**src/adc_ctrl_cfg.svh**
```systemverilog
`ifndef ADC_CTRL_CFG_SVH
`define ADC_CTRL_CFG_SVH
// Register indices; byte address is four times the index
`define IDX_CTL        6'h00
`define IDX_ACCUM      6'h01
`define IDX_REFPRE     6'h02
`define IDX_DELAY      6'h03
`define IDX_WINMODE    6'h04
`define IDX_SAMPLEN    6'h05
`define IDX_MUXSEL     6'h06
`define IDX_COMMAND    6'h08
`define IDX_EVIN       6'h09
`define IDX_INTEN      6'h0A
`define IDX_FLAGS      6'h0B
`define IDX_DBG        6'h0C
`define IDX_TEMP       6'h0D
`define IDX_RESULT     6'h10
`define IDX_WIN_LO     6'h12
`define IDX_WIN_HI     6'h14
`define IDX_INTCLR     6'h18
// Field positions
`define BIT_ENABLE     0
`define BIT_RES8       2
`define BIT_RUN_SB     7
`define BIT_RDY        0
`define BIT_WIN        1
// Writable masks and reset values
`define MASK_CTL       8'h85
`define MASK_REFPRE    8'h77
`define RST_BYTE       8'h00
`define RST_WORD       16'h0000
// Encodings
`define ACC_RESERVED   3'h7
`define WIN_NONE       3'h0
`define WIN_BELOW      3'h1
`define WIN_ABOVE      3'h2
`define WIN_INSIDE     3'h3
`define WIN_OUTSIDE    3'h4
// Timing in converter clock cycles
`define SAMPLE_BASE    6'h02
`define INIT_UNIT      9'h010
`define INIT_MAX_CODE  3'h5
`endif

```
**src/adc_ctrl_pkg.sv**
```systemverilog
package adc_ctrl_pkg;
    typedef enum logic [1:0] {
        ST_IDLE,
        ST_INIT,
        ST_SAMPLE
    } conv_state_t;
endpackage

```
**src/adc_ctrl.sv**
```systemverilog
`timescale 1ns/100ps
`default_nettype none
`include "adc_ctrl_cfg.svh"

module adc_ctrl
    import adc_ctrl_pkg::*;
#(
    parameter int CONV_TICKS = 11                  // Converter cycles per conversion
) (
    input  wire logic        ref_clk_in,           // System clock
    input  wire logic        srst_in,              // Synchronous reset
    input  wire logic        hsel_in,              // AHB select
    input  wire logic [31:0] haddr_in,             // AHB address
    input  wire logic [1:0]  htrans_in,            // AHB transfer type
    input  wire logic        hwrite_in,            // AHB write
    input  wire logic [2:0]  hsize_in,             // AHB size
    input  wire logic        hready_in,            // AHB ready
    input  wire logic [31:0] hwdata_in,            // AHB write data
    output logic      [31:0] hrdata_out,           // AHB read data
    output logic             hreadyout_out,        // AHB slave ready
    output logic             hresp_out,            // AHB response
    input  wire logic        standby_in,           // Standby sleep
    input  wire logic        power_down_in,        // Power-down sleep
    input  wire logic        event_start_in,       // Start event, async
    input  wire logic [9:0]  adc_code_in,          // Analog core code, async
    output logic      [4:0]  mux_select_out,       // Input channel
    output logic      [1:0]  ref_select_out,       // Reference choice
    output logic             sample_cap_out,       // Sample cap size
    output logic             converter_on_out,     // Analog core on
    output logic             sampling_out,         // Sampling window
    output logic             clock_request_out,    // Clock request
    output logic             result_invalid_out,   // Last result invalid
    output logic             irq_out               // Interrupt request
);

    logic [7:0]  ctl_reg, accum_reg, refpre_reg, delay_reg;
    logic [7:0]  winmode_reg, samplen_reg, mux_reg, ev_en_reg;
    logic [7:0]  dbg_reg, temp_reg;
    logic [1:0]  inten_reg, flags_reg, flag_set, flag_clr;
    logic [15:0] win_lo_reg, win_hi_reg, result_reg, acc_reg, acc_next;
    logic        wr_pend_reg, start_reg, init_pend_reg, en_q_reg;
    logic [5:0]  wr_idx_reg;
    logic [31:0] rdata_reg;
    logic [7:0]  wbyte;
    logic [9:0]  code_s1_reg, code_s2_reg, sample;
    logic [2:0]  ev_sync_reg;
    logic [7:0]  pre_cnt_reg;
    logic [8:0]  tick_cnt_reg, init_len;
    logic [6:0]  samp_idx_reg, samp_last;
    logic        pd_hit_reg, invalid_reg;
    conv_state_t state_reg;
    logic        addr_ok, rd_res, active, tick, ev_rise, done, win_hit;
    logic [5:0]  a_idx;
    logic [8:0]  samp_len;

    // Bus decode; the slave never inserts wait states
    assign a_idx   = haddr_in[7:2];
    assign addr_ok = hsel_in && hready_in && htrans_in[1];
    assign rd_res  = addr_ok && !hwrite_in && (a_idx == `IDX_RESULT);
    assign wbyte   = hwdata_in[7:0];
    assign hreadyout_out = 1'b1;
    assign hresp_out     = 1'b0;
    assign hrdata_out    = rdata_reg;

    // Address phase capture and registered read data
    always_ff @(posedge ref_clk_in) begin
        if (srst_in) begin
            wr_pend_reg <= 1'b0;
            wr_idx_reg  <= 6'h00;
            rdata_reg   <= 32'h0000_0000;
        end else begin
            wr_pend_reg <= addr_ok && hwrite_in;
            wr_idx_reg  <= a_idx;
            if (addr_ok && !hwrite_in) begin
                case (a_idx)
                    `IDX_CTL:      rdata_reg <= {24'h0, ctl_reg};
                    `IDX_ACCUM:    rdata_reg <= {24'h0, accum_reg};
                    `IDX_REFPRE:   rdata_reg <= {24'h0, refpre_reg};
                    `IDX_DELAY:    rdata_reg <= {24'h0, delay_reg};
                    `IDX_WINMODE:  rdata_reg <= {24'h0, winmode_reg};
                    `IDX_SAMPLEN:  rdata_reg <= {24'h0, samplen_reg};
                    `IDX_MUXSEL:   rdata_reg <= {24'h0, mux_reg};
                    `IDX_COMMAND:  rdata_reg <= {31'h0, start_reg};
                    `IDX_EVIN:     rdata_reg <= {24'h0, ev_en_reg};
                    `IDX_INTEN:    rdata_reg <= {30'h0, inten_reg};
                    `IDX_FLAGS:    rdata_reg <= {30'h0, flags_reg};
                    `IDX_DBG:      rdata_reg <= {24'h0, dbg_reg};
                    `IDX_TEMP:     rdata_reg <= {24'h0, temp_reg};
                    `IDX_RESULT:   rdata_reg <= {16'h0, result_reg};
                    `IDX_WIN_LO:   rdata_reg <= {16'h0, win_lo_reg};
                    `IDX_WIN_HI:   rdata_reg <= {16'h0, win_hi_reg};
                    default:       rdata_reg <= 32'h0000_0000;
                endcase
            end
        end
    end

    // Configuration registers, written in the data phase
    always_ff @(posedge ref_clk_in) begin
        if (srst_in) begin
            ctl_reg     <= `RST_BYTE;
            accum_reg   <= `RST_BYTE;
            refpre_reg  <= `RST_BYTE;
            delay_reg   <= `RST_BYTE;
            winmode_reg <= `RST_BYTE;
            samplen_reg <= `RST_BYTE;
            mux_reg     <= `RST_BYTE;
            ev_en_reg   <= `RST_BYTE;
            inten_reg   <= 2'b00;
            dbg_reg     <= `RST_BYTE;
            temp_reg    <= `RST_BYTE;
            win_lo_reg  <= `RST_WORD;
            win_hi_reg  <= `RST_WORD;
        end else if (wr_pend_reg) begin
            case (wr_idx_reg)
                `IDX_CTL:     ctl_reg     <= wbyte & `MASK_CTL;
                `IDX_ACCUM:   accum_reg   <= {5'h0, wbyte[2:0]};
                `IDX_REFPRE:  refpre_reg  <= wbyte & `MASK_REFPRE;
                `IDX_DELAY:   delay_reg   <= wbyte;
                `IDX_WINMODE: winmode_reg <= {5'h0, wbyte[2:0]};
                `IDX_SAMPLEN: samplen_reg <= {3'h0, wbyte[4:0]};
                `IDX_MUXSEL:  mux_reg     <= {3'h0, wbyte[4:0]};
                `IDX_EVIN:    ev_en_reg   <= {7'h0, wbyte[0]};
                `IDX_INTEN:   inten_reg   <= wbyte[1:0];
                `IDX_DBG:     dbg_reg     <= {7'h0, wbyte[0]};
                `IDX_TEMP:    temp_reg    <= wbyte;
                `IDX_WIN_LO:  win_lo_reg  <= hwdata_in[15:0];
                `IDX_WIN_HI:  win_hi_reg  <= hwdata_in[15:0];
                default:      ;
            endcase
        end
    end

    // Two-flop synchronisers for the analog code and start event
    always_ff @(posedge ref_clk_in) begin
        if (srst_in) begin
            code_s1_reg <= 10'h000;
            code_s2_reg <= 10'h000;
            ev_sync_reg <= 3'b000;
        end else begin
            code_s1_reg <= adc_code_in;
            code_s2_reg <= code_s1_reg;
            ev_sync_reg <= {ev_sync_reg[1:0], event_start_in};
        end
    end

    // Off in standby unless run-in-standby; power-down only freezes
    assign active  = ctl_reg[`BIT_ENABLE]
                     && !(standby_in && !ctl_reg[`BIT_RUN_SB]);
    assign ev_rise = ev_sync_reg[1] && !ev_sync_reg[2] && ev_en_reg[0];

    // Prescaler: tick every 2^(code+1) system clocks
    always_ff @(posedge ref_clk_in) begin
        if (srst_in || !active) begin
            pre_cnt_reg <= 8'h00;
        end else if (!power_down_in) begin
            pre_cnt_reg <= tick ? 8'h00 : pre_cnt_reg + 8'h01;
        end
    end
    assign tick = active && !power_down_in
                  && (pre_cnt_reg == 8'((9'h002 << refpre_reg[2:0]) - 9'h001));

    // Lengths of the initial delay, one sample and one accumulation run
    assign init_len  = (delay_reg[7:5] > `INIT_MAX_CODE) ?
                       (`INIT_UNIT << 4) :
                       9'(`INIT_UNIT << (delay_reg[7:5] - 3'h1));
    assign samp_len  = 9'({3'h0, `SAMPLE_BASE} + {4'h0, samplen_reg[4:0]} + CONV_TICKS);
    assign samp_last = (accum_reg[2:0] == `ACC_RESERVED) ? 7'h00 :
                       7'((8'h01 << accum_reg[2:0]) - 8'h01);
    assign sample    = ctl_reg[`BIT_RES8] ? {2'b00, code_s2_reg[9:2]} :
                       code_s2_reg;
    assign acc_next  = acc_reg + {6'h00, sample};
    assign done      = (state_reg == ST_SAMPLE) && tick
                       && (tick_cnt_reg == samp_len - 9'h001)
                       && (samp_idx_reg == samp_last);

    // Start bit: command write outside standby, or event edge while active (standby only with run-in-standby)
    always_ff @(posedge ref_clk_in) begin
        if (srst_in || !ctl_reg[`BIT_ENABLE]) begin
            start_reg <= 1'b0;
        end else if (done) begin
            start_reg <= 1'b0;
        end else if (ev_rise && active) begin
            start_reg <= 1'b1;
        end else if (wr_pend_reg && wr_idx_reg == `IDX_COMMAND && !standby_in) begin
            start_reg <= wbyte[0];
        end
    end

    // Initial delay armed each time the converter is switched on
    always_ff @(posedge ref_clk_in) begin
        if (srst_in) begin
            en_q_reg      <= 1'b0;
            init_pend_reg <= 1'b0;
        end else begin
            en_q_reg <= active;
            if (active && !en_q_reg) begin
                init_pend_reg <= 1'b1;
            end else if (state_reg == ST_INIT) begin
                init_pend_reg <= 1'b0;
            end
        end
    end

    // Conversion sequencer; holds its place through power-down
    always_ff @(posedge ref_clk_in) begin
        if (srst_in || !active) begin
            state_reg    <= ST_IDLE;
            tick_cnt_reg <= 9'h000;
            samp_idx_reg <= 7'h00;
            acc_reg      <= `RST_WORD;
        end else if (tick) begin
            case (state_reg)
                ST_IDLE: begin
                    tick_cnt_reg <= 9'h000;
                    samp_idx_reg <= 7'h00;
                    acc_reg      <= `RST_WORD;
                    if (start_reg) begin
                        state_reg <= (init_pend_reg && delay_reg[7:5] != 3'h0) ?
                                     ST_INIT : ST_SAMPLE;
                    end
                end
                ST_INIT: begin
                    tick_cnt_reg <= tick_cnt_reg + 9'h001;
                    if (tick_cnt_reg == init_len - 9'h001) begin
                        tick_cnt_reg <= 9'h000;
                        state_reg    <= ST_SAMPLE;
                    end
                end
                ST_SAMPLE: begin
                    tick_cnt_reg <= tick_cnt_reg + 9'h001;
                    if (tick_cnt_reg == samp_len - 9'h001) begin
                        tick_cnt_reg <= 9'h000;
                        acc_reg      <= acc_next;
                        samp_idx_reg <= samp_idx_reg + 7'h01;
                        if (done) begin
                            state_reg <= ST_IDLE;
                        end
                    end
                end
                default: state_reg <= ST_IDLE;
            endcase
        end
    end

    // Window compare runs once on the final accumulated value
    always_comb begin
        case (winmode_reg[2:0])
            `WIN_BELOW:   win_hit = acc_next < win_lo_reg;
            `WIN_ABOVE:   win_hit = acc_next > win_hi_reg;
            `WIN_INSIDE:  win_hit = acc_next > win_lo_reg && acc_next < win_hi_reg;
            `WIN_OUTSIDE: win_hit = acc_next < win_lo_reg || acc_next > win_hi_reg;
            default:      win_hit = 1'b0;
        endcase
    end

    // Result store; a conversion that spanned power-down is flagged invalid
    always_ff @(posedge ref_clk_in) begin
        if (srst_in) begin
            result_reg  <= `RST_WORD;
            pd_hit_reg  <= 1'b0;
            invalid_reg <= 1'b0;
        end else begin
            if (power_down_in && state_reg != ST_IDLE) begin
                pd_hit_reg <= 1'b1;
            end
            if (done) begin
                result_reg  <= acc_next;
                invalid_reg <= pd_hit_reg;
                pd_hit_reg  <= 1'b0;
            end
        end
    end

    // Sticky flags: a set in the same cycle as a clear wins
    always_comb begin
        flag_set = {done && win_hit, done};
        flag_clr = 2'b00;
        if (wr_pend_reg && (wr_idx_reg == `IDX_FLAGS || wr_idx_reg == `IDX_INTCLR)) begin
            flag_clr = wbyte[1:0];
        end
        if (rd_res) begin
            flag_clr[`BIT_RDY] = 1'b1;
        end
    end
    always_ff @(posedge ref_clk_in) begin
        if (srst_in) begin
            flags_reg <= 2'b00;
        end else begin
            flags_reg <= (flags_reg & ~flag_clr) | flag_set;
        end
    end
    assign irq_out = |(flags_reg & inten_reg);

    // Analog side controls; channel and reference held during a conversion
    always_ff @(posedge ref_clk_in) begin
        if (srst_in) begin
            mux_select_out     <= 5'h00;
            ref_select_out     <= 2'b00;
            sample_cap_out     <= 1'b0;
            converter_on_out   <= 1'b0;
            sampling_out       <= 1'b0;
            clock_request_out  <= 1'b0;
            result_invalid_out <= 1'b0;
        end else begin
            if (state_reg == ST_IDLE) begin
                mux_select_out <= mux_reg[4:0];
                ref_select_out <= refpre_reg[5:4];
                sample_cap_out <= refpre_reg[6];
            end
            converter_on_out   <= active;
            sampling_out       <= state_reg == ST_SAMPLE
                                  && tick_cnt_reg < 9'({3'h0, `SAMPLE_BASE} + samplen_reg[4:0]);
            clock_request_out  <= standby_in && active
                                  && (start_reg || state_reg != ST_IDLE);
            result_invalid_out <= invalid_reg;
        end
    end
endmodule
`default_nettype wire

```
**config.mk**
```make
export PLATFORM = sky130hd
export DESIGN_NAME = adc_ctrl
export DESIGN_NICKNAME = d
export VERILOG_FILES = /design/src/adc_ctrl_pkg.sv /design/src/adc_ctrl.sv
export VERILOG_INCLUDE_DIRS = /design/src
export SDC_FILE = /design/constraint.sdc
export NUM_CORES = 1
export LEC_CHECK = 0
export ABC_AREA = 1
export BUFFER_PORTS_ARGS = -buffer_cell sky130_fd_sc_hd__buf_2
export CORE_MARGIN = 5
export CORE_UTILIZATION = 56
export CTS_CLUSTER_SIZE = 8
export DETAILED_ROUTE_END_ITERATION = 16
export HOLD_SLACK_MARGIN = 0.15
export PLACE_DENSITY = 0.78
export SLEW_MARGIN = 20
export SYNTH_ARGS = -nofsm -noshare
export SYNTH_HDL_FRONTEND = slang
export SYNTH_SLANG_ARGS = --single-unit
```
**constraint.sdc**
```tcl
create_clock -name ref_clk_in -period 3.47 [get_ports ref_clk_in]
set_input_delay 0.5205 -clock ref_clk_in [delete_from_list [all_inputs] [get_ports ref_clk_in]]
set_output_delay 0.5205 -clock ref_clk_in [all_outputs]
set_load 0.01 [all_outputs]
```
==> results.md, run 1 <==
* Post-route non-filler standard cell count at 1812
* First-pass GRT wire length at approximately 44000 um
* Post-Route WL at 27900 um
* Worst setup SP type: flop
* Reg2reg path depth at 25
* Number of buffers created by CTS at 17
* Hold WC Path Type: input port to flop
* Pwr dens at between 300 and 400 nW/um^2
* Yosys reg bits at about 200
* Skew-Pair Late Insertion Delay at between 0.4 and 0.5 ns
* Cells after Synth at around 1500
* Lkg Pwr at a little over 0.005 uW
* CTS sink cnt at between 150 and 200
* Total power at 4640 uW
* Inst Count DP at approximately 1800
* R2r startpoint: ctl_reg[2]
* Final Slew Violations at 0
* Post-DP HPWL at 20700 um
* Syn avg cell area at between 7 and 8 um^2
* Die Ht at between 100 and 150 um
* Number of iterations in the first detailed-routing pass at 5
* Mapped cell area at between 10000 and 15000 um^2
* Max Fanout on Critical Path at 4
* Max Clk Rate at just over 0.3 GHz
* Most frequent cells in the layout: nand2_1 (282), inv_1 (206), dfxtp_1 (198), a21oi_1 (154), nor2_1 (151)
* Synth Flop Type: dfxtp_1
* Vias/cell at around 5.5
* Fin. Hold Viols at 0
* H-tree Lvls at 4
* Max-cap violations at 0
* Reg area at roughly 4000 um^2
* Vias at between 9000 and 10000
* Worst flop-to-flop path endpoint: flags_reg[1]
* Longest Clk Path Bufs at 2
* Initial Utilization at 0.564
* Final setup violating endpoints at 0
* Nets at ~1700
* Yosys Warn Count at 0
* Core footprint at 18600 um^2
* CTS clk-pin slew, worst paths at ~0.07 ns
* Cell variety after synth at 47
* Crit path DAT at between 3 and 4 ns
* Sequential area share after synthesis at 0.380
* Number of global-route vias before repair at 9242
* Area Overhead vs Synth at 13.0%
* Multi-input gate area at approximately 5500 um^2
* Post-synth EDFFs at 0
* ANT cells at 0
* CP Capture Point: flags_reg[1]
* Period Utilization, post-route at 0.949
* Ports at around 130
* Remaining DRCs at 0
* Global Route Usage Sum at 0.249
* Setup slack, reg-to-reg at ~0.18 ns
* Period minus WS final at 3.29 ns
* Slew HR at 0.384
* Crit path kind: flop to flop
* Initial antenna violation count at 0
* Detailed Route Iter0 Violations at roughly 720
* Status: finished, final reports clean
* Asr flop ratio synth at 0
* Slew @ Worst Pin at between 0.9 and 1 ns
* CTS tree: yes
* Die ar. at around 22000 um^2
* GPL Wtd Cong at ~0.95
* Largest net degree at the start of global routing at 54
* Post-CTS Hold Fix Bufs at 0
* Layout cells sized above 1 at 0.117
* Clk root buf: clkbuf_16
* Post-DRT Antenna Nets at 0
* Place WS at approximately 0.044 ns
* Total gr overflow at 0
* Wire per inst at between 15 and 20 um
* Crit. End Element: flop
* Maximum vdd drop at roughly 0.37 mV
* Worst Slack Setup Final at about 0.18 ns
* Die W at approximately 150 um
* CP required at between 3 and 4 ns
* Buffers on Ports at ~70
* Row count at 50
* Final setup TNS at 0 ns
* Setup Skew at 0.0118 ns
* Commonest non-fill, non-tap cell in the layout: nand2_1
* Crit path launch: ctl_reg[2]
* Fillers at ~1700
-- synth_stat cells (2+ instances only) --
library cell | n | area share
nand2_1 | 287 | 0.10
conb_1 | 2 | 0.00072
o21a_1 | 2 | 0.0014
o221ai_1 | 9 | 0.0075
nand3_2 | 2 | 0.0019
a22oi_1 | 5 | 0.0036
nor3b_1 | 3 | 0.0021
dfxtp_1 | 199 | 0.38
o21bai_1 | 5 | 0.0036
o22ai_1 | 14 | 0.0084
o21ai_0 | 139 | 0.066
o211ai_1 | 4 | 0.0029
xor2_1 | 16 | 0.013
inv_2 | 3 | 0.0011
o2111ai_1 | 2 | 0.0017
buf_1 | 7 | 0.0025
nor2_4 | 3 | 0.0032
nand2_2 | 4 | 0.0024
nand4_1 | 22 | 0.013
clkbuf_1 | 28 | 0.010
clkinv_1 | 3 | 0.0011
inv_1 | 210 | 0.075
o31ai_1 | 5 | 0.0036
nand3_1 | 68 | 0.032
o32ai_1 | 2 | 0.0017
a221oi_1 | 2 | 0.0017
ha_1 | 61 | 0.073
a21oi_1 | 157 | 0.075
or2_2 | 6 | 0.0036
buf_4 | 20 | 0.014
nor2_2 | 2 | 0.0012
xnor2_1 | 5 | 0.0042
nand3b_1 | 6 | 0.0043
buf_2 | 3 | 0.0014
nor2_1 | 155 | 0.056
a31oi_1 | 2 | 0.0012
buf_6 | 3 | 0.0032
nor3_1 | 17 | 0.0081
a211oi_1 | 3 | 0.0021
-- layer usage --
layer | GRT usage | vias up | wire length, um
li1 | - | 4997 | -
met1 | 0.308 | 4562 | 11500
met2 | 0.433 | 330 | 13700
met3 | 0.0324 | 68 | 1790
met4 | 0.111 | 0 | 898
met5 | 0 | - | 0
-- critical path: stages, from the launching register on --
cell      delay (ns)
dfxtp_2         0.35
inv_2           0.06
buf_6           0.12
nand2_1         0.05
o21ai_1         0.06
ha_1            0.35
nand2_2         0.09
nor3_2          0.19
nand2_1         0.08
o211ai_1        0.27
buf_4           0.18
nand2_2         0.05
xnor2_1         0.12
buf_4           0.17
ha_1            0.27
nand2_1         0.04
nor2_1          0.12
nand2_1         0.11
inv_1           0.06
nand2_1         0.06
nand2_1         0.09
nand2_1         0.06
nand2_1         0.06
nand3_2         0.05
nand2_1         0.06
a21oi_1         0.06
-- layout make-up --
cell class,instances,share of cell area
inverters,217,0.0692
flip-flops and latches,199,0.337
clock inverters,9,0.0118
multi-input cells,1033,0.468
repair buffers,98,0.0485
clock buffers,22,0.0409
well taps,234,0.0247
-- report_power, final --
group / internal (uW) / leakage (uW) / total [uW] / switching [uW]
registers: 2300 / 0.00161 / 2310 / 8.06
logic: 77.0 / 0.00317 / 245 / 168
clock network: 1210 / 0.000299 / 2090 / 875
-- worst min-delay path by stage --
stage | cells past startpoint | to | startpoint | slack (ns)
2_1_floorplan | 2 | code_s2_reg[0] | code_s1_reg[0] | 0.39
3_3_place_gp | 2 | code_s2_reg[7] | code_s1_reg[7] | 0.39
3_5_place_dp | 2 | code_s2_reg[6] | code_s1_reg[6] | 0.40
4_1_cts | 3 | code_s1_reg[3] | adc_code_in[3] | 0.28
5_1_grt | 3 | code_s1_reg[5] | adc_code_in[5] | 0.29
6_report | 3 | code_s1_reg[3] | adc_code_in[3] | 0.28
-- per-stage QoR --
step	instance area, um^2	util	hold WS, ns
5_1_grt	11800	0.637	0.288
2_1_floorplan	10500	-	0.388
4_1_cts	11700	0.628	0.280
3_3_place_gp	11000	0.594	0.393
6_report	11800	0.637	0.282
3_5_place_dp	11000	0.594	0.396
-- repair_timing --
| action | in CTS | in global routing |
|---|---|---|
| gates resized for setup | 0 | 45 |
| endpoints found under the setup margin | 0 | 1 |
| buffers inserted | 0 | 3 |
-- cell families after synthesis --
logic type,Yosys count,share of synthesized area
AOI/OAI and AO/OA,353,0.182
xor gates and xnor gates,21,0.0176
adders and majority gates,62,0.0748
buffers and inverters,278,0.110
DFF,199,0.380
other,2,0.000717
and+or+nand+nor,579,0.235
No activity file was read; power rests on OpenSTA's default activity.
==> run 2, diff against run 1 <==
ABC_AREA = not set   (was 1)
PLACE_DENSITY = 0.77   (was 0.78)
==> run 2 against run 1 <==
Net effect: the run now ends with negative setup slack left; synthesized area grew 1.6%; routed wire length grew 5.1%; sequential share of layout area shrank 2.1 points; critical path depth shrank 7; synthesized cell count shrank 17%; non-clock buffer count grew 64; register-to-register slack lost 0.79 ns; global-route usage grew 1.2 points; critical path type unchanged.
==> results.md, run 2 <==
* Status: finished, violations left (was finished, final reports clean)
* Failing checks: negative setup slack
* Syn avg cell area at 8.62 um^2 (was 7.01 um^2)
* Row count at 50 (unchanged)
* Worst Slack Setup Final at -0.614 ns (was 0.176 ns)
* Initial antenna violation count at 0 (unchanged)
* Largest cells by area after synthesis: dfxtp_1 (37%), mux2i_1 (7.4%), ha_1 (7.2%) (was dfxtp_1 (38%), nand2_1 (10%), inv_1 (7.5%))
* Cells after Synth at 1235 (was 1494)
* Reg area at 3990 um^2 (about the same)
* Number of iterations in the first detailed-routing pass at 9 (was 5)
* H-tree Lvls at 4 (unchanged)
* CTS clk-pin slew, worst paths at 0.08 ns (was 0.07 ns)
* Core footprint at 18700 um^2 (was 18600 um^2)
* ANT cells at 0 (unchanged)
* CP peak stage delay at 0.55 ns (was 0.35 ns)
* Die Ht at 148 um (was 147 um)
* Pwr dens at 367 nW/um^2 (was 392 nW/um^2)
* Total gr overflow at 0 (unchanged)
* Number of buffers created by CTS at 17 (unchanged)
* Die W at 148 um (was 147 um)
* Crit. End Element: flop (unchanged)
* Final setup violating endpoints at 1 (was 0)
* Vias at 9621 (was 9957)
* Slowest-stage cell, CP: or4b_4 (was dfxtp_2)
* Max Fanout on Critical Path at 5 (was 4)
* Worst path top cell family by delay: simple AND/OR/NAND/NOR gates (unchanged)
* Slew HR at 0.315 (was 0.384)
* Post-synth top area share at 0.374 (was 0.380)
* Period minus WS final at 4.08 ns (was 3.29 ns)
* Layout cells sized above 1 at 0.199 (was 0.117)
* CP Cell Sequence: buf_6 > mux2_4 > ha_4 > o21ai_2 > or3_4 > and3_4 > nor4b_4 > xor2_1 > buf_4 > buf_6 > ha_4 > nand3_4 > or4_4 > a21oi_2 > or4b_4 > o2111a_1 > nor3_2 > o22ai_2
* GPL Wtd Cong at 0.922 (was 0.950)
* Number of global-route vias before repair at 8837 (was 9242)
* Longest Clk Path Bufs at 2 (unchanged)
* Synth top cells by count: dfxtp_1 (199), nor2_1 (151), nand2_1 (97) (was nand2_1 (287), inv_1 (210), dfxtp_1 (199))
* Remaining DRCs at 0 (unchanged)
* Clk root buf: clkbuf_16 (unchanged)
* Multi-input gate area at 6450 um^2 (was 5540 um^2)
* Buffers on Ports at 69 (unchanged)
* CTS tree: yes (unchanged)
* CTS sink cnt at 199 (unchanged)
* Yosys Warn Count at 0 (unchanged)
* Period Utilization, post-route at 1.18 (was 0.949)
* Crit path kind: flop to flop (unchanged)
* Worst setup SP type: flop (unchanged)
* Sequential area share after synthesis at 0.374 (was 0.380)
* Slew @ Worst Pin at 1.00 ns (was 0.923 ns)
* Post-CTS Hold Fix Bufs at 0 (unchanged)
* Detailed Route Iter0 Violations at 1016 (was 715)
* First-pass GRT wire length at 46100 um (was 44100 um)
* Nets at 1496 (was 1715)
* Max-cap violations at 0 (unchanged)
* Worst Path Buf+Inv at 3 (was 5)
* Setup Skew at 0.0170 ns (was 0.0118 ns)
* Area after DPL at 11800 um^2 (was 11000 um^2)
* Design Area, Final at 12600 um^2 (was 11800 um^2)
* Area Overhead vs Synth at 18.7% (was 13.0%)
* Unrepaired setup endpoints after global routing: yes
* Asr flop ratio synth at 0 (unchanged)
* Synth area leader: dfxtp_1 (unchanged)
* Post-DP HPWL at 20400 um (was 20700 um)
* Mapped cell area at 10600 um^2 (was 10500 um^2)
* Hold WC Path Type: input port to flop (unchanged)
* Largest net degree at the start of global routing at 71 (was 54)
* Post-synth EDFFs at 0 (unchanged)
* Wire per inst at 18.4 um (was 15.4 um)
* Max Clk Rate at 0.245 GHz (was 0.304 GHz)
* Ports at 134 (unchanged)
* Yosys reg bits at 199 (unchanged)
* Skew-Pair Late Insertion Delay at 0.45 ns (about the same)
* Crit path DAT at 4.39 ns (was 3.62 ns)
* Cell variety after synth at 73 (was 47)
* CP required at 3.78 ns (was 3.80 ns)
* Post-Route WL at 29300 um (was 27900 um)
* Fin. Hold Viols at 0 (unchanged)
* Initial Utilization at 0.569 (was 0.564)
* Maximum vdd drop at 0.348 mV (was 0.366 mV)
* Most frequent cells in the layout: dfxtp_1 (198), nor2_1 (149), nand2_1 (97), buf_4 (90), mux2i_1 (78) (was nand2_1 (282), inv_1 (206), dfxtp_1 (198), a21oi_1 (154), nor2_1 (151))
* Post-DRT Antenna Nets at 0 (unchanged)
* Commonest non-fill, non-tap cell in the layout: dfxtp_1 (was nand2_1)
* Final setup TNS at -0.614 ns (was 0 ns)
* Die ar. at 21900 um^2 (was 21500 um^2)
* Lkg Pwr at 0.00531 uW (was 0.00508 uW)
* Final Slew Violations at 0 (unchanged)
* Global Route Usage Sum at 0.261 (was 0.249)
* Synth Flop Type: dfxtp_1 (unchanged)
* Vias/cell at 6.04 (was 5.50)
* Count leader, synth: dfxtp_1 (was nand2_1)
* Fillers at 1489 (was 1668)
run 2: changes by cell type after synthesis, moves of 51 or more:
cell,delta
o21ai_0,-113
a21oi_1,-95
inv_1,-153
nor2b_1,+51
mux2i_1,+79
nand2_1,-190
run 2: kinds of logic after synthesis:
group                      count (synthesis)  share of synthesized area
AOI/OAI and AO/OA                        208                      0.140
xor gates and xnor gates                  45                     0.0370
adders and majority gates                 62                     0.0736
buffers and inverters                    142                     0.0576
DFF                                      199                      0.374
muxes                                     91                     0.0870
other                                      2                   0.000705
and+or+nand+nor                          486                      0.230
run 2: area by class of cell:
class | count | share of cell area
tap | 234 | 0.0232
inverter | 57 | 0.0169
clock inverter | 15 | 0.0158
multi-input combinational | 910 | 0.510
clock buffer | 17 | 0.0337
timing repair buffer | 162 | 0.0846
sequential | 199 | 0.315
run 2: where the power goes:
part,switching (uW),leakage (uW),internal [uW]
sequential,15.0,0.00161,2300
combinational,167,0.00340,107
clock,1050,0.000302,993
total,1230,0.00531,3400
run 2: timing repair:
item	CTS	global route
buffers inserted	7	4
gates cloned	0	0
endpoints found under the setup margin	1	4
gates resized for setup	15	14
pin swaps	11	13
run 2: metal layers:
layer	global-route usage	share of wire	up-vias
met2	0.404	0.45	401
met4	0.0901	0.028	0
met5	0	0	-
met3	0.0503	0.066	60
li1	-	-	4573
met1	0.366	0.45	4587
run 2: metrics by stage:
stage               setup WS [ns]  utilization  hold WS (ns)  std cells  total power [uW]
finish                     -0.614        0.676         0.283       1594              4630
global route               -0.728        0.676         0.283       1594              4780
CTS                        -0.613        0.670         0.273       1590              4660
detailed placement         -0.725        0.630         0.423       1551              2630
global placement           -0.602        0.630         0.420       1551              2630
floorplan                  -0.258            -         0.414       1251              2540
run 2: path summary, 6_finish.rpt:
kind / from / end / slack, ns / cells past startpoint
setup / recovery: ctl_reg[2] / flags_reg[1] / -0.61 / 18
hold / removal: adc_code_in[8] / code_s1_reg[8] / 0.28 / 2
setup reg to reg: ctl_reg[2] / flags_reg[1] / -0.61 / 18
hold reg to reg: code_s1_reg[4] / code_s2_reg[4] / 0.44 / 1
run 2: worst register-to-register path, stage by stage, from the launching register on:
cell	delay, ns
dfxtp_4	0.40
buf_6	0.14
mux2_4	0.32
ha_4	0.27
o21ai_2	0.05
or3_4	0.37
and3_4	0.21
nor4b_4	0.24
xor2_1	0.25
buf_4	0.17
buf_6	0.10
ha_4	0.20
nand3_4	0.07
or4_4	0.14
a21oi_2	0.03
or4b_4	0.55
o2111a_1	0.17
nor3_2	0.18
o22ai_2	0.09
==> run 3, diff against run 2 <==
CELL_PAD_IN_SITES_DETAIL_PLACEMENT = 0   (was not set)
CELL_PAD_IN_SITES_GLOBAL_PLACEMENT = 1   (was not set)
CORE_UTILIZATION = 44   (was 56)
PLACE_DENSITY = not set   (was 0.77)
PLACE_DENSITY_LB_ADDON = 0.1   (was not set)
==> run 3 against run 2 <==
Net effect: flip-flop and latch count did not move; the flow still finishes with violations (negative setup slack); clock power hardly changed; clock-buffer cell count grew 1; utilization fell by 14 points; hold slack improved by 0.0097 ns; critical path type unchanged; clock skew up 0.0014 ns; largest cell class unchanged; first-iteration DRC count fell by 35%; register-to-register slack gained 0.17 ns; global-route usage shrank 3.9 points.
==> results.md, run 3 (synthesis gave the netlist of run 2 again) <==
* Status: finished, violations left (unchanged)
* Failing checks: negative setup slack (unchanged)
* Nets at 1505 (was 1496)
* Wire per inst at 17.7 um (was 18.4 um)
* Clk root buf: clkbuf_16 (unchanged)
* Commonest non-fill, non-tap cell in the layout: dfxtp_1 (unchanged)
* Core footprint at 24100 um^2 (was 18700 um^2)
* Skew-Pair Late Insertion Delay at 0.44 ns (was 0.45 ns)
* Crit path DAT at 4.22 ns (was 4.39 ns)
* Slowest-stage cell, CP: or4b_4 (unchanged)
* Initial antenna violation count at 0 (unchanged)
* First-pass GRT wire length at 47800 um (was 46100 um)
* Maximum vdd drop at 0.336 mV (was 0.348 mV)
* Longest Clk Path Bufs at 2 (unchanged)
* Layout cells sized above 1 at 0.207 (was 0.199)
* GPL Wtd Cong at 0.841 (was 0.922)
* Design Area, Final at 12800 um^2 (was 12600 um^2)
* Area after DPL at 12000 um^2 (was 11800 um^2)
* CTS clk-pin slew, worst paths at 0.08 ns (about the same)
* Global Route Usage Sum at 0.222 (was 0.261)
* Final setup violating endpoints at 1 (unchanged)
* Remaining DRCs at 0 (unchanged)
* Vias/cell at 5.40 (was 6.04)
* Initial Utilization at 0.442 (was 0.569)
* Period Utilization, post-route at 1.13 (was 1.18)
* Final Slew Violations at 0 (unchanged)
* Max-cap violations at 0 (unchanged)
* H-tree Lvls at 4 (unchanged)
* Most frequent cells in the layout: dfxtp_1 (198), nor2_1 (148), buf_4 (98), nand2_1 (97), mux2i_1 (78) (was dfxtp_1 (198), nor2_1 (149), nand2_1 (97), buf_4 (90), mux2i_1 (78))
* Unrepaired setup endpoints after global routing: yes (unchanged)
* Post-DP HPWL at 21400 um (was 20400 um)
* Post-DRT Antenna Nets at 0 (unchanged)
* Buffers on Ports at 69 (unchanged)
* Crit. End Element: flop (unchanged)
* Setup Skew at 0.0184 ns (was 0.0170 ns)
* CTS sink cnt at 199 (unchanged)
* Number of buffers created by CTS at 17 (unchanged)
* Hold WC Path Type: input port to flop (unchanged)
* Reg area at 3990 um^2 (unchanged)
* Crit path kind: flop to flop (unchanged)
* CTS tree: yes (unchanged)
* CP required at 3.77 ns (was 3.78 ns)
* Row count at 57 (was 50)
* Ports at 134 (unchanged)
* Fillers at 2337 (was 1489)
* Pwr dens at 360 nW/um^2 (was 367 nW/um^2)
* CP Cell Sequence: buf_6 > mux2_4 > ha_4 > o21ai_2 > or3_4 > and3_4 > nor4b_4 > xor2_1 > buf_4 > ha_4 > nand3_2 > or4_4 > a21oi_1 > or4b_4 > o2111a_1 > nor3_2 > o22ai_2 (was buf_6 > mux2_4 > ha_4 > o21ai_2 > or3_4 > and3_4 > nor4b_4 > xor2_1 > buf_4 > buf_6 > ha_4 > nand3_4 > or4_4 > a21oi_2 > or4b_4 > o2111a_1 > nor3_2 > o22ai_2)
* Period minus WS final at 3.91 ns (was 4.08 ns)
* Die Ht at 166 um (was 148 um)
* CP most frequent cell: ha_4
* Number of global-route vias before repair at 8697 (was 8837)
* Post-Route WL at 30000 um (was 29300 um)
* WHS at 0.293 ns (was 0.283 ns)
* Max Fanout on Critical Path at 5 (unchanged)
* Detailed Route Iter0 Violations at 657 (was 1016)
* Number of iterations in the first detailed-routing pass at 5 (was 9)
* Max Clk Rate at 0.255 GHz (was 0.245 GHz)
* ANT cells at 0 (unchanged)
* Die W at 166 um (was 148 um)
* Largest net degree at the start of global routing at 157 (was 71)
* Slew @ Worst Pin at 1.01 ns (was 1.00 ns)
* Worst path top cell family by delay: simple AND/OR/NAND/NOR gates (unchanged)
* Slew HR at 0.322 (was 0.315)
* Multi-input gate area at 6450 um^2 (about the same)
* Lkg Pwr at 0.00538 uW (was 0.00531 uW)
* CP peak stage delay at 0.54 ns (was 0.55 ns)
* Vias at 9140 (was 9621)
* Worst Slack Setup Final at -0.445 ns (was -0.614 ns)
* Die ar. at 27400 um^2 (was 21900 um^2)
* Worst setup SP type: flop (unchanged)
* Area Overhead vs Synth at 20.4% (was 18.7%)
* Worst Path Buf+Inv at 2 (was 3)
* Fin. Hold Viols at 0 (unchanged)
* Total gr overflow at 0 (unchanged)
==> run 3: changes by cell type in the layout (fill, tap and decap cells not counted), moves of 2 or more <==
cell / change
buf_12: +2
a211oi_2: +3
clkinv_8: -3
buf_4: +8
inv_6: +3
a211oi_1: -2
==> run 3: path summary, 6_finish.rpt <==
check                      start        endpoint  slack [ns]  cells after the start
hold / removal    adc_code_in[8]  code_s1_reg[8]        0.29                      2
hold reg to reg   code_s1_reg[1]  code_s2_reg[1]        0.45                      1
setup reg to reg      ctl_reg[2]    flags_reg[1]       -0.44                     17
setup / recovery      ctl_reg[2]    flags_reg[1]       -0.44                     17
==> run 3: power breakdown <==
part	total, uW	internal (uW)	switching [uW]
combinational	273	109	164
sequential	2320	2300	14.0
clock	2020	980	1040
total	4610	3390	1210
==> run 3: timing repair <==
action / 4_1_cts / 5_1_grt
gates resized for setup: 29 / 2
setup buffers: 14 / 0
endpoints found under the setup margin: 1 / 1
hold buffers: 0 / 0
pin swaps: 20 / 8
==> run 3: per-stage QoR <==
stage / instances / util / setup WS, ns / setup TNS (ns) / power [uW]
global placement: 1647 / 0.496 / -0.610 / -0.610 / 2640
detailed placement: 1647 / 0.496 / -0.689 / -0.689 / 2640
global route: 1693 / 0.532 / -0.637 / -0.637 / 4790
CTS: 1693 / 0.531 / -0.482 / -0.482 / 4660
floorplan: 1251 / - / -0.258 / -0.258 / 2540
finish: 1693 / 0.532 / -0.445 / -0.445 / 4610
==> run 3: metal layers <==
| metal | track usage | vias up | routed length (um) |
|---|---|---|---|
| li1 | - | 4569 | - |
| met2 | 0.344 | 178 | 13300 |
| met4 | 0.0409 | 0 | 255 |
| met1 | 0.329 | 4375 | 15300 |
| met5 | 0 | - | 0 |
| met3 | 0.0343 | 18 | 1120 |
==> run 3: area by class of cell <==
class	count	share of cell area
Sequential cell	199	0.311
Tap cell	324	0.0316
Clock inverter	14	0.0130
Inverter	57	0.0167
Clock buffer	18	0.0335
Multi-Input combinational cell	910	0.504
Timing Repair Buffer	171	0.0904
